--- src/ptr_regs.svh ---
// register offsets, field positions, reset values for pad test readback
`ifndef PTR_REGS_SVH
`define PTR_REGS_SVH
`define PTR_OFS_CONTROL_THREE 16'h0456
`define PTR_OFS_STATUS_LOW 16'h0457
`define PTR_OFS_STATUS_HIGH 16'h0458
`define PTR_SLEW_MSB 9
`define PTR_SLEW_LSB 5
`define PTR_RST_CONTROL_THREE 16'h0100
`define PTR_RST_SLEW 5'h08
`define PTR_RST_STATUS 16'h0000
`define PTR_STATUS_HIGH_USED 4
`endif

--- src/ptr_pkg.sv ---
// types for pad test readback
package ptr_pkg;
	typedef enum logic [4:0] {
		PTR_SLEW_DEFAULT = 5'h08,
		PTR_SLEW_MEDIUM = 5'h0a,
		PTR_SLEW_SLOWEST = 5'h0b
	} ptr_slew_t;
	typedef logic [15:0] ptr_word_t;
endpackage

--- src/ptr_pad_test_readback.sv ---
// pad test readback status registers and mac pad slew selector
`timescale 1ns/1ps
`include "ptr_regs.svh"

module ptr_pad_test_readback (
	input wire logic core_clk,
	input wire logic rst,
	input wire logic [15:0] reg_addr,
	input wire logic reg_wr,
	input wire logic reg_rd,
	input wire logic [15:0] reg_wdata,
	output logic [15:0] reg_rdata,
	output logic reg_rvalid,
	input wire logic pad_test_override,
	input wire logic pad_test_dir,
	output logic pad_test_drive_en,
	output logic pad_test_observe,
	output logic [4:0] mac_pad_slew,
	input wire logic indicator_pad_first,
	input wire logic indicator_pad_second,
	input wire logic clock_output_pad,
	input wire logic interrupt_pad,
	input wire logic inhibit_pad,
	input wire logic mac_transmit_clock,
	input wire logic mac_transmit_control,
	input wire logic mac_transmit_bit_zero,
	input wire logic mac_transmit_bit_one,
	input wire logic mac_transmit_bit_two,
	input wire logic mac_transmit_bit_three,
	input wire logic mac_receive_clock,
	input wire logic mac_receive_control,
	input wire logic mac_receive_bit_zero,
	input wire logic mac_receive_bit_one,
	input wire logic mac_receive_bit_two,
	input wire logic mac_receive_bit_three,
	input wire logic strap_pad_first
);

	// ==========================================================
	// decode
	function automatic logic hit(input logic [15:0] a, input logic [15:0] ofs);
		hit = (a == ofs);
	endfunction

	logic [15:0] pad_test_control_three;
	ptr_pkg::ptr_word_t pad_level_status_low;
	ptr_pkg::ptr_word_t pad_level_status_high;

	wire hit_ctl = hit(reg_addr, `PTR_OFS_CONTROL_THREE);
	wire hit_low = hit(reg_addr, `PTR_OFS_STATUS_LOW);
	wire hit_high = hit(reg_addr, `PTR_OFS_STATUS_HIGH);
	wire ctl_we = reg_wr & hit_ctl;

	// ==========================================================
	// test mode direction
	// override plus inverted direction
	assign pad_test_drive_en = pad_test_override & ~pad_test_dir;
	// observe only when override and input
	assign pad_test_observe = pad_test_override & pad_test_dir;

	// ==========================================================
	// live pin maps
	// pin level straight into bit position
	wire [15:0] live_low = {mac_receive_bit_zero, mac_receive_control, mac_receive_clock,
		mac_transmit_bit_three, mac_transmit_bit_two, mac_transmit_bit_one,
		mac_transmit_bit_zero, mac_transmit_control, mac_transmit_clock, inhibit_pad,
		2'h0, interrupt_pad, clock_output_pad, indicator_pad_second, indicator_pad_first};
	wire [15:0] live_high = {12'h000, strap_pad_first, mac_receive_bit_three,
		mac_receive_bit_two, mac_receive_bit_one};

	// ==========================================================
	// registers
	// only the slew field is writable; other bits stay reserved zero
	wire [15:0] next_control_three = {6'h00, reg_wdata[`PTR_SLEW_MSB:`PTR_SLEW_LSB], 5'h00};
	wire [15:0] rd_mux = hit_ctl ? pad_test_control_three :
		hit_low ? pad_level_status_low :
		hit_high ? pad_level_status_high : 16'h0000;

	// slew selector, reset to default edges
	always_ff @(posedge core_clk) begin
		if (rst) begin
			pad_test_control_three <= `PTR_RST_CONTROL_THREE;
		end else if (ctl_we) begin
			pad_test_control_three <= next_control_three;
		end
	end
	assign mac_pad_slew = pad_test_control_three[`PTR_SLEW_MSB:`PTR_SLEW_LSB];

	// status reset zero, hold last sample when not observing
	always_ff @(posedge core_clk) begin
		if (rst) begin
			pad_level_status_low <= `PTR_RST_STATUS;
			pad_level_status_high <= `PTR_RST_STATUS;
		end else if (pad_test_observe) begin
			pad_level_status_low <= live_low;
			pad_level_status_high <= live_high;
		end
	end

	// read answer one cycle after the strobe; reads have no side effect
	always_ff @(posedge core_clk) begin
		if (rst) begin
			reg_rdata <= 16'h0000;
			reg_rvalid <= 1'h0;
		end else begin
			reg_rvalid <= reg_rd;
			if (reg_rd) begin
				reg_rdata <= rd_mux;
			end
		end
	end

	// ==========================================================
	// checks
	// bit checks name the pins directly, so a slip in the packed map shows up
	// slew default after reset
	a_slew_reset_value: assert property (@(posedge core_clk)
		rst |=> mac_pad_slew == `PTR_RST_SLEW)
		else $error("slew not default after reset");
	a_slew_write_takes: assert property (@(posedge core_clk) disable iff (rst)
		reg_wr && reg_addr == `PTR_OFS_CONTROL_THREE |=>
		mac_pad_slew == $past(reg_wdata[`PTR_SLEW_MSB:`PTR_SLEW_LSB]))
		else $error("slew write lost");
	a_ctl_reserved_zero: assert property (@(posedge core_clk) disable iff (rst)
		pad_test_control_three[15:10] == 6'h00 && pad_test_control_three[4:0] == 5'h00)
		else $error("control reserved bits set");
	a_slew_other_write: assert property (@(posedge core_clk) disable iff (rst)
		reg_wr && reg_addr != `PTR_OFS_CONTROL_THREE |=> $stable(mac_pad_slew))
		else $error("slew moved by foreign write");
	a_low_follows_pins: assert property (@(posedge core_clk) disable iff (rst)
		pad_test_override && pad_test_dir |=> pad_level_status_low == $past(live_low))
		else $error("status low not tracking pins");
	a_observe_needs_ovr: assert property (@(posedge core_clk) disable iff (rst)
		!pad_test_override |-> !pad_test_observe && !pad_test_drive_en)
		else $error("test direction active without override");
	a_low_holds_idle: assert property (@(posedge core_clk) disable iff (rst)
		!(pad_test_override && pad_test_dir) |=> $stable(pad_level_status_low))
		else $error("status low moved while idle");
	a_high_holds_idle: assert property (@(posedge core_clk) disable iff (rst)
		!(pad_test_override && pad_test_dir) |=> $stable(pad_level_status_high))
		else $error("status high moved while idle");
	a_pin_level_bit: assert property (@(posedge core_clk) disable iff (rst)
		pad_test_observe ##1 pad_test_observe |-> pad_level_status_low[6] == $past(inhibit_pad))
		else $error("inhibit bit wrong");
	a_indicator_place: assert property (@(posedge core_clk) disable iff (rst)
		pad_test_observe |=> pad_level_status_low[1:0] == $past({indicator_pad_second, indicator_pad_first}))
		else $error("indicator bit misplaced");
	a_clock_int_place: assert property (@(posedge core_clk) disable iff (rst)
		pad_test_observe |=> pad_level_status_low[3:2] == $past({interrupt_pad, clock_output_pad}))
		else $error("clock or interrupt bit misplaced");
	a_reserved_low_zero: assert property (@(posedge core_clk) disable iff (rst)
		pad_level_status_low[5:4] == 2'h0)
		else $error("reserved bits set");
	a_rx_bit_place: assert property (@(posedge core_clk) disable iff (rst)
		pad_test_observe |=> pad_level_status_low[15] == $past(mac_receive_bit_zero)
		&& pad_level_status_low[7] == $past(mac_transmit_clock))
		else $error("mac bit misplaced");
	a_tx_data_place: assert property (@(posedge core_clk) disable iff (rst)
		pad_test_observe |=> pad_level_status_low[12:8] == $past({mac_transmit_bit_three,
		mac_transmit_bit_two, mac_transmit_bit_one, mac_transmit_bit_zero, mac_transmit_control}))
		else $error("transmit bit misplaced");
	a_rx_ctl_place: assert property (@(posedge core_clk) disable iff (rst)
		pad_test_observe |=> pad_level_status_low[14:13] == $past({mac_receive_control, mac_receive_clock}))
		else $error("receive control misplaced");
	a_high_bit_place: assert property (@(posedge core_clk) disable iff (rst)
		pad_test_observe |=> pad_level_status_high[3:0] == $past({strap_pad_first,
		mac_receive_bit_three, mac_receive_bit_two, mac_receive_bit_one}))
		else $error("status high bit misplaced");
	a_high_reserved_zero: assert property (@(posedge core_clk) disable iff (rst)
		pad_level_status_high[15:4] == 12'h000)
		else $error("status high reserved set");
	a_status_reset_zero: assert property (@(posedge core_clk)
		rst |=> pad_level_status_low == `PTR_RST_STATUS && pad_level_status_high == `PTR_RST_STATUS)
		else $error("status not zero after reset");
	a_status_read_back: assert property (@(posedge core_clk) disable iff (rst)
		reg_rd && reg_addr == `PTR_OFS_STATUS_HIGH |=> reg_rdata == $past(pad_level_status_high))
		else $error("status high read wrong");
	a_low_read_back: assert property (@(posedge core_clk) disable iff (rst)
		reg_rd && reg_addr == `PTR_OFS_STATUS_LOW |=> reg_rdata == $past(pad_level_status_low))
		else $error("status low read wrong");
	a_unmapped_read_zero: assert property (@(posedge core_clk) disable iff (rst)
		reg_rd && reg_addr != `PTR_OFS_CONTROL_THREE && reg_addr != `PTR_OFS_STATUS_LOW
		&& reg_addr != `PTR_OFS_STATUS_HIGH |=> reg_rdata == 16'h0000)
		else $error("unmapped read not zero");
	a_read_answer_next: assert property (@(posedge core_clk) disable iff (rst)
		1'h1 |=> reg_rvalid == $past(reg_rd))
		else $error("read answer timing wrong");
	a_rdata_holds_idle: assert property (@(posedge core_clk) disable iff (rst)
		!reg_rd |=> $stable(reg_rdata))
		else $error("read data moved without read");
	a_drive_dir_excl: assert property (@(posedge core_clk) disable iff (rst)
		!(pad_test_drive_en && pad_test_observe)
		&& (pad_test_drive_en == (pad_test_override && !pad_test_dir)))
		else $error("direction select wrong");

endmodule

--- config.mk ---
export PLATFORM = sky130hd
export DESIGN_NAME = ptr_pad_test_readback
export DESIGN_NICKNAME = d
export VERILOG_FILES = /design/src/ptr_pkg.sv /design/src/ptr_pad_test_readback.sv
export VERILOG_INCLUDE_DIRS = /design/src
export SDC_FILE = /design/constraint.sdc
export NUM_CORES = 1
export LEC_CHECK = 0
export BUFFER_PORTS_ARGS = -buffer_cell sky130_fd_sc_hd__buf_4
export CAP_MARGIN = 20
export CORE_AREA = 10 10 80 65
export CTS_CLUSTER_DIAMETER = 60
export DETAILED_ROUTE_END_ITERATION = 16
export DIE_AREA = 0 0 90 75
export GPL_ROUTABILITY_DRIVEN = 0
export GPL_TIMING_DRIVEN = 0
export PLACE_DENSITY = 0.82
export SYNTH_ARGS = -nofsm -noshare
export SYNTH_HDL_FRONTEND = slang
export SYNTH_SLANG_ARGS = --single-unit
export TNS_END_PERCENT = 1
--- constraint.sdc ---
create_clock -name core_clk -period 2.3 [get_ports core_clk]
set_clock_uncertainty 0.1 [all_clocks]
set_input_delay 0.345 -clock core_clk [delete_from_list [all_inputs] [get_ports core_clk]]
set_output_delay 0.345 -clock core_clk [all_outputs]
set_load 0.03 [all_outputs]
# After elaboration in Yosys (flattened, before gate mapping)
# Index checks and enable logic that the tools add are counted.
[op_classes]
muxes = 3
bitwise_logic = 4
n_eq_ne = 3
[op_table]
columns = ["operator", "count"]
rows = [
  ["$eq 16x11->1 const B", 3],
  ["$mux 16", 2],
  ["$mux 4", 1],
  ["$and 1x1->1", 3],
  ["$not 1->1", 1],
]
[word_totals]
register_bits = 40
output_inout_bits = 24
word_cells = 15
input_bits = 56

# Longest topological paths before layout
# Gate-level depths: netlist of run 1.
[logic_depth]
depth_word = 4
mapped_depth = 6
mapped_depth_nobuf = 4

# Least setup slack after synthesis of run 1
# OpenSTA, ideal clock, no wires.
[synth_timing]
path_type = "input to register"
from = "input reg_addr[13]"
to = "register reg_rdata[0]"
t_required_ns = 2.140
arrival_time_ns = 1.732
slack_ns = 0.409
cell_stages = 4
cell_sequence = "or4_4 or4b_4 nor3_1 a221o_1"
[synth_via]
elab_chain_len = 4
word_cells_on_any_way = 6
[synth_lines]
columns = ["item", "line", "text"]
rows = [
  ["start: declaration", "ptr_pad_test_readback.sv:8", "input wire logic [15:0] reg_addr,"],
  ["$eq 16x11->1", "ptr_pad_test_readback.sv:42", "hit = (a == ofs);"],
  ["$mux 4", "ptr_pad_test_readback.sv:77", "hit_high ? pad_level_status_high : 16'h0000;"],
  ["$mux 16", "ptr_pad_test_readback.sv:76", "hit_low ? pad_level_status_low :"],
  ["$mux 16 (*)", "ptr_pad_test_readback.sv:75", "wire [15:0] rd_mux = hit_ctl ? pad_test_control_three :"],
  ["end signal: assignment", "ptr_pad_test_readback.sv:108", "reg_rdata <= rd_mux;"],
  ["end: declaration", "ptr_pad_test_readback.sv:12", "output logic [15:0] reg_rdata,"],
]
# Every way passes the cells marked *; elsewhere a longest branch is shown, timed or not.
# A chain may end at the register's enable or synchronous reset.

# Final worst setup path of run 1
[layout_timing]
from = "input pad_test_dir"
to = "output pad_test_observe"
[layout_via]
elab_chain_len = 1
[layout_lines]
columns = ["item", "line", "text"]
rows = [
  ["start: declaration", "ptr_pad_test_readback.sv:15", "input wire logic pad_test_dir,"],
  ["$and 1x1->1", "ptr_pad_test_readback.sv:59", "assign pad_test_observe = pad_test_override & pad_test_dir;"],
  ["end: declaration", "ptr_pad_test_readback.sv:17", "output logic pad_test_observe,"],
]
# No other way between the ends.

==> qor.yml, run 1 <==
drc: 0
slew_viol_final: 0
wl_per_cell_um: 14.8
fin_setup_tns_ps: 0
vias_per_cell: 5.01
die_x_um: 90
final_area_sq_mm: 0.00225
synth-async-reset-ratio: 0
outcome: "complete, no violations"
clk_latency_ps: 300
ctsHtreeMaxLevel: 2
gr-total-overflow: 0
placementRows: 19
synth_edf_count: 0
ys_types: 28
period_needed_ps: 2050
synthCells: 183
hold_viol_final: 0
grt_max_degree: 12
multiInputGateArea_sq_um: 752
core_area_sq_mm: 0.00359
switching_power_mw: 0.310
hold_path_class: "in2reg"
area_delta_synth_final_pct: 40.8
synth_common_cells: "dfxtp_1, nand2_1, a21oi_1, nand2b_1"
setup-violations-final: 0
finalCritPeriodShare: 0.890
antenna_found_initial: 0
vias: 1542
track_usage: 0.134
cts.sinks: 39
ant_nets: 0
dpl_cell_area_sq_mm: 0.00215
ys.flop_type: "dfxtp_1"
cts_tree: "built"
grt_pass1_vias: 1572
die_area_sq_mm: 0.00675
yosysMostFrequentCell: "dfxtp_1"
hold-worst-slack_ps: 189
dr.pass1.iters: 4
power.total_mw: 1.34
cts_inserted_buffers: 5
end_kind: "output pin"
synth_seq_cells: 39
p_int_mw: 1.04
fin_nets: 311
ys_seq_area_frac: 0.488
power_density_mw_per_mm2: 597
cts_resized: 0
yosys-top-cells-area: "dfxtp_1, nand2_1, a21oi_1, nand2b_1, mux2i_1"
ctsHoldBuffers: 0
combPwrFrac: 0.102
drv_cap: 0
post-synth-top-area-cell: "dfxtp_1"
root_buffer: "clkbuf_8"
die_y_um: 75
num-fill-cells: 336
post_cts_buffers: 0
synth_top_area_share: 0.488
clk_pin_slew_ps: 70
clock.fmax_mhz: 489
syn_area_per_cell_sq_um: 8.74
pwr-share-seq: 0.519
netlist_area_sq_mm: 0.00160
crit_type: "in2out"
tightest_slew_ps: 714
clock_power_share: 0.379
slew_headroom: 0.520
synth.net_count: 239
seq_area_sq_um: 781
place_inst: 300
cp_max_fo: 10
layout-drive-gt1-share: 0.309
portBuffers: 65
rsz0062_at_grt: "false"
grt_pass1_wl_mm: 7.27
worstPathArrival_ps: 1600
ys_warn_count: 0
cts_max_path_buffers: 2
dp_slack_ps: 96.7
final_core_util: 0.628
dp_hpwl_mm: 3.55
p_leak_nw: 0.950
worst_slack_ps: 254
p_sw_frac: 0.230
ioPinCount: 80
routed_wl_mm: 4.57
layoutNonFillerInstCount: 308
required_ps: 1860
critPathLaunchType: "input pin"
peakVddDrop_mv: 0.393
initial_core_util: 0.446
diodes: 0
drt-initial-drc-count: 117
==> kinds of logic after synthesis <==
family / after synthesis / synth area share
AO/OA/AOI/OAI: 33 / 0.125
buffers and inverters: 16 / 0.0422
AND/OR/NAND/NOR: 89 / 0.311
multiplexers: 5 / 0.0313
other: 1 / 0.00234
flip-flops: 39 / 0.488
==> registers in the layout, indices dropped and copies added (netlist names) <==
name	cells
pad_level_status_high	4
pad_level_status_low	14
pad_test_control_three	5
reg_rdata	15
reg_rvalid	1
==> power by group through the flow <==
stage               Combinational, mW  Sequential, mW  Clock (mW)
floorplan                      0.0587           0.713           0
global placement                0.135           0.713           0
detailed placement              0.137           0.713           0
CTS                             0.138           0.698       0.513
global route                    0.152           0.699       0.539
finish                          0.137           0.698       0.510
==> metal layers <==
layer / GRT usage / vias up / wire, um
li1: - / 781 / -
met1: 0.158 / 706 / 2060
met2: 0.218 / 48 / 2100
met3: 0.0497 / 7 / 344
met4: 0.0581 / 0 / 60
met5: 0 / - / 0
==> final cells by class <==
class,instances,share of cell area
clock buffers,8,0.0444
inverters,5,0.00833
flip-flops and latches,39,0.346
multi-input cells,128,0.334
repair buffers,65,0.217
well taps,52,0.0289
plain buffers,11,0.0217
==> cells in the final DEF (no fill, tap or decap), types with 5 or more instances in the layout <==
| master | count |
|---|---|
| a21oi_1 | 25 |
| mux2i_1 | 5 |
| clkbuf_8 | 7 |
| clkbuf_1 | 8 |
| buf_4 | 67 |
| nand2b_1 | 15 |
| nor3_1 | 6 |
| dfxtp_1 | 39 |
| nand4_1 | 7 |
| nand2_1 | 37 |
==> worst max-delay path, cell delays in order <==
cell and delay [ps]:
buf_4 110, nand2_1 260, clkinv_1 340, clkbuf_1 300, buf_4 230
==> final timing paths <==
path | startpoint | to | slack [ps] | cells after the start
max reg2reg | pad_test_control_three[9] | reg_rdata[9] | 1350 | 2
max | pad_test_dir | pad_test_observe | 250 | 5
min | mac_receive_bit_zero | pad_level_status_low[15] | 190 | 3
min reg2reg | pad_level_status_low[1] | pad_level_status_low[1] | 360 | 2
(Power assumes the default switching activity.)
==> inputs of run 2 (changes only) <==
Settings changed: CORE_AREA 10 10 80 65 to 10 10 66 79, DIE_AREA 0 0 90 75 to 0 0 76 89, PLACE_DENSITY 0.82 to 0.81.
==> run 2 against run 1 <==
  * Global-route usage grew 0.052 points
  * Power fell by 4.7%
  * Final cell count rose by 0.65%
  * Critical endpoint unchanged
  * Maximum frequency fell by 1.1%
==> qor.yml, run 2 (synthesis results as in run 1) <==
ctsHtreeMaxLevel: 2
required_ps: 1860
fin_nets: 311
cp_common_cell: "buf_4"
cp_num_cells: 5
die_x_um: 76
finalCritPeriodShare: 0.900
clk_pin_slew_ps: 70
cp_max_fo: 10
area_delta_synth_final_pct: 40.0
portBuffers: 65
cts_resized: 0
crit_type: "in2out"
placementRows: 25
cts_inserted_buffers: 5
final_core_util: 0.592
cts_tree: "built"
wl_per_cell_um: 14.9
rr_worst_depth: 2
period_needed_ps: 2070
switching_power_mw: 0.308
peakVddDrop_mv: 0.388
num-fill-cells: 356
die_area_sq_mm: 0.00676
regMostFlops: "reg_rdata"
post_cts_buffers: 0
slew_headroom: 0.584
drc: 0
dr.pass1.iters: 4
layout_common_cells: "buf_4, dfxtp_1, nand2_1, a21oi_1, nand2b_1"
hold_path_class: "in2reg"
mostFrequentLayoutCell: "buf_4"
fin_setup_tns_ps: 0
pwr-share-seq: 0.544
combPwrFrac: 0.106
track_usage: 0.134
tightest_slew_ps: 619
cts_max_path_buffers: 2
ant_nets: 0
slew_viol_final: 0
drv_cap: 0
clock_power_share: 0.349
biggestRegsByFlops: "reg_rdata: 15 flops, pad_level_status_low: 14 flops, pad_test_control_three: 5 flops"
grt_pass1_wl_mm: 7.13
diodes: 0
slowest_stage: "clkinv_1"
end_kind: "output pin"
p_sw_frac: 0.241
grt_max_degree: 13
grt_pass1_vias: 1512
layout-drive-gt1-share: 0.309
die_y_um: 89
clock.fmax_mhz: 483
initial_core_util: 0.423
clk_latency_ps: 290
p_leak_nw: 0.940
vias_per_cell: 4.98
largest_reg_flops: 15
dp_hpwl_mm: 3.56
seq_area_sq_um: 781
critical-path-top-delay-family: "buffers and inverters"
min_path_cells: 3
cts.sinks: 39
path_cells: "buf_4 -> nand2_1 -> clkinv_1 -> clkbuf_1 -> buf_4"
power_density_mw_per_mm2: 572
hold_viol_final: 0
ioPinCount: 80
ctsHoldBuffers: 0
cp_num_buf_inv: 4
drt-initial-drc-count: 111
vias: 1544
setup-violations-final: 0
multiInputGateArea_sq_um: 752
root_buffer: "clkbuf_8"
core_area_sq_mm: 0.00378
critPathLaunchType: "input pin"
worstPathArrival_ps: 1630
antenna_found_initial: 0
outcome: "complete, no violations"
cp_slowest_stage_delay_ps: 350
routed_wl_mm: 4.63
p_int_mw: 0.973
gr-total-overflow: 0
rsz0062_at_grt: "false"
-- run 2: cell types whose count changed in the layout (fill, tap and decap cells not counted) --
cell        delta
clkinv_2       +1
clkbuf_8       -2
clkinvlp_4     +1
-- run 2: worst reg2reg max path, cell delays in order, from the launching register on --
cell,delay [ps]
dfxtp_1,340
and4_1,150
a211o_1,260
-- run 2: final cells by class --
type / count / share of cell area
Timing Repair Buffer: 65 / 0.218
Sequential cell: 39 / 0.348
Clock inverter: 2 / 0.00558
Clock buffer: 6 / 0.0324
Buffer: 11 / 0.0218
Tap cell: 54 / 0.0302
Multi-Input combinational cell: 128 / 0.336
Inverter: 5 / 0.00838
-- run 2: power groups by stage --
stage | Combinational, mW | Clock [mW] | Sequential (mW)
6_report | 0.136 | 0.448 | 0.698
5_1_grt | 0.149 | 0.488 | 0.699
4_1_cts | 0.137 | 0.460 | 0.697
3_5_place_dp | 0.136 | 0 | 0.713
3_3_place_gp | 0.132 | 0 | 0.713
2_1_floorplan | 0.0587 | 0 | 0.713
-- run 2: routing by layer --
metal | global-route usage | up-vias | share of wire | wire length, um
met5 | 0 | - | 0 | 0
met4 | 0.0724 | 0 | 0.017 | 77
met3 | 0.0644 | 5 | 0.083 | 384
met2 | 0.236 | 57 | 0.51 | 2360
met1 | 0.129 | 708 | 0.39 | 1810
li1 | - | 774 | - | -
-- run 2: through the flow --
step	hold WS, ps	std cells	setup slack (ps)	power, mW	instance area [sq um]
5_1_grt	181	310	118	1.34	2240
2_1_floorplan	335	183	409	0.772	1600
4_1_cts	186	310	220	1.29	2240
3_3_place_gp	343	302	41.5	0.845	2160
3_5_place_dp	347	302	39.7	0.849	2160
6_report	192	310	230	1.28	2240
-- run 2: path summary, 6_finish.rpt --
| path | from | endpoint | slack [ps] |
|---|---|---|---|
| hold reg to reg | pad_level_status_low[6] | pad_level_status_low[6] | 360 |
| hold / removal | mac_transmit_bit_two | pad_level_status_low[11] | 190 |
| setup / recovery | pad_test_dir | pad_test_observe | 230 |
| setup reg to reg | pad_test_control_three[9] | reg_rdata[9] | 1350 |
==> inputs of run 3 (changes only) <==
Settings changed: CORE_AREA 10 10 66 79 to 10 10 65 77, CTS_BUF_LIST from default to sky130_fd_sc_hd__clkbuf_2 sky130_fd_sc_hd__clkbuf_4 sky130_fd_sc_hd__clkbuf_8, DIE_AREA 0 0 76 89 to 0 0 75 87, PLACE_DENSITY 0.81 to 0.85.
==> run 3 against run 2 <==
  * Clock power is 27% higher
  * Sequential power hardly changed
  * First-iteration DRC count is 42% lower
  * Worst hold slack worse by 4.1 ps
  * Critical path depth stayed put
  * Sequential share of layout area is 0.14 points lower
  * Core utilization is 3.7 points higher
  * Via count is 0.65% higher
  * Largest cell class unchanged
  * Largest power group unchanged
  * Highest routed layer unchanged
==> qor.yml, run 3 (synthesis results as in run 1) <==
placementRows: 24
met3_length_um: 398
met1Wirelength_mm: 1.79
pwr-share-seq: 0.497
worstHoldStart: "mac_transmit_bit_one"
cts.sinks: 39
initial_core_util: 0.448
worstPathArrival_ps: 1610
biggestRegsByFlops: "reg_rdata: 15 flops, pad_level_status_low: 14 flops, pad_test_control_three: 5 flops"
vias: 1554
gr-total-overflow: 0
finalCritPeriodShare: 0.894
crit_start: "pad_test_dir"
slew_headroom: 0.592
peakVddDrop_mv: 0.457
largest_reg_flops: 15
tightest_slew_ps: 606
critical-path-top-delay-family: "buffers and inverters"
crit_type: "in2out"
die_x_um: 75
reg2reg_slack_ps: 1360
hold_viol_final: 0
grt_max_degree: 14
p_sw_frac: 0.228
rsz0062_at_grt: "false"
setup-violations-final: 0
vias_per_cell: 5.27
switching_power_mw: 0.320
hold-worst-slack_ps: 188
antenna_found_initial: 0
fin_setup_tns_ps: 0
dr.pass1.iters: 4
die_area_sq_mm: 0.00653
min_path_cells: 3
place_inst: 287
layout_common_cells: "buf_4, dfxtp_1, nand2_1, a21oi_1, nand2b_1"
cp_common_cell: "buf_4"
clk_latency_ps: 300
num-fill-cells: 313
root_buffer: "clkbuf_8"
area_delta_synth_final_pct: 40.6
drc: 0
power_density_mw_per_mm2: 624
ant_nets: 0
slew_viol_final: 0
rr_worst_depth: 2
cts_resized: 0
required_ps: 1860
regMostFlops: "reg_rdata"
grt_pass1_vias: 1609
dr.max_layer_used: "met4"
r2r_end: "reg_rdata[9]"
track_usage: 0.144
layout-drive-gt1-share: 0.313
cts_inserted_buffers: 5
ioPinCount: 80
hold_end: "pad_level_status_low[10]"
layoutNonFillerInstCount: 295
die_y_um: 87
dp_hpwl_mm: 3.57
post_cts_buffers: 0
dpl_cell_area_sq_mm: 0.00214
outcome: "complete, no violations"
p_leak_nw: 0.957
cp_num_buf_inv: 4
combPwrFrac: 0.096
clock_power_share: 0.407
p_int_mw: 1.08
clk_pin_slew_ps: 80
routed_wl_mm: 4.55
grt_pass1_wl_mm: 7.22
ctsHtreeMaxLevel: 2
period_needed_ps: 2060
cp_max_fo: 10
multiInputGateArea_sq_um: 752
drv_cap: 0
hold_path_class: "in2reg"
mostFrequentLayoutCell: "buf_4"
cts_max_path_buffers: 2
dr_wl_met2_mm: 2.29
cts_tree: "built"
fin_nets: 311
critPathLaunchType: "input pin"
path_cells: "buf_4 -> nand2_1 -> clkinv_1 -> clkbuf_1 -> buf_4"
final_area_sq_mm: 0.00225
wl_per_cell_um: 15.4
seq_area_sq_um: 781
core_area_sq_mm: 0.00357
reg2reg_from: "pad_test_control_three[9]"
drt-initial-drc-count: 64
clock.fmax_mhz: 486
ctsHoldBuffers: 0
cp_slowest_stage_delay_ps: 340
diodes: 0
end_kind: "output pin"
portBuffers: 65
slowest_stage: "clkinv_1"
run 3: cell types whose count changed in the layout (fill, tap and decap cells not counted), sizes merged:
| cell | previous run | this run |
|---|---|---|
| bufinv | 0 | 1 |
| clkinv | 2 | 3 |
| clkinvlp | 1 | 0 |
| clkbuf | 13 | 12 |
run 3: cell type report:
cell class / instances / share of cell area
Buffer: 11 / 0.0217
Timing Repair Buffer: 65 / 0.217
Sequential cell: 39 / 0.347
Tap cell: 39 / 0.0217
Inverter: 5 / 0.00834
Clock buffer: 5 / 0.0306
Clock inverter: 3 / 0.0195
Multi-Input combinational cell: 128 / 0.334
run 3: worst max path at each step:
stage | slack (ps) | depth (start not counted) | to
final | 240 | 5 | pad_test_observe
after global routing | 100 | 5 | pad_test_observe
after CTS | 250 | 5 | pad_test_observe
after detailed placement | 8 | 6 | pad_test_control_three[5]
after global placement | 30 | 6 | pad_test_control_three[5]
after floorplan | 410 | 4 | reg_rdata[0]
run 3: stage by stage:
stage	utilization	power (mW)	worst slack [ps]
6_report	0.630	1.40	243
4_1_cts	0.630	1.41	246
3_5_place_dp	0.598	0.848	8.30
3_3_place_gp	0.598	0.845	29.6
5_1_grt	0.630	1.45	95.9
2_1_floorplan	-	0.772	409
run 3: tightest hold or removal path, delay by kind of cell:
| kind | cells | cell delay, ps |
|---|---|---|
| compound gates | 1 | 50 |
| buf+inv | 1 | 110 |
| simple gates | 1 | 50 |
run 3: power by group through the flow:
stage	combinational, mW	clock, mW	sequential [mW]
final	0.135	0.571	0.698
after global routing	0.150	0.602	0.700
after CTS	0.136	0.577	0.698
after detailed placement	0.135	0	0.714
after global placement	0.132	0	0.713
after floorplan	0.0587	0	0.713
run 3: layer usage:
| layer | up-vias | global-route usage |
|---|---|---|
| met4 | 0 | 0.0638 |
| li1 | 777 | - |
| met1 | 722 | 0.145 |
| met5 | - | 0 |
| met2 | 48 | 0.250 |
| met3 | 7 | 0.0582 |
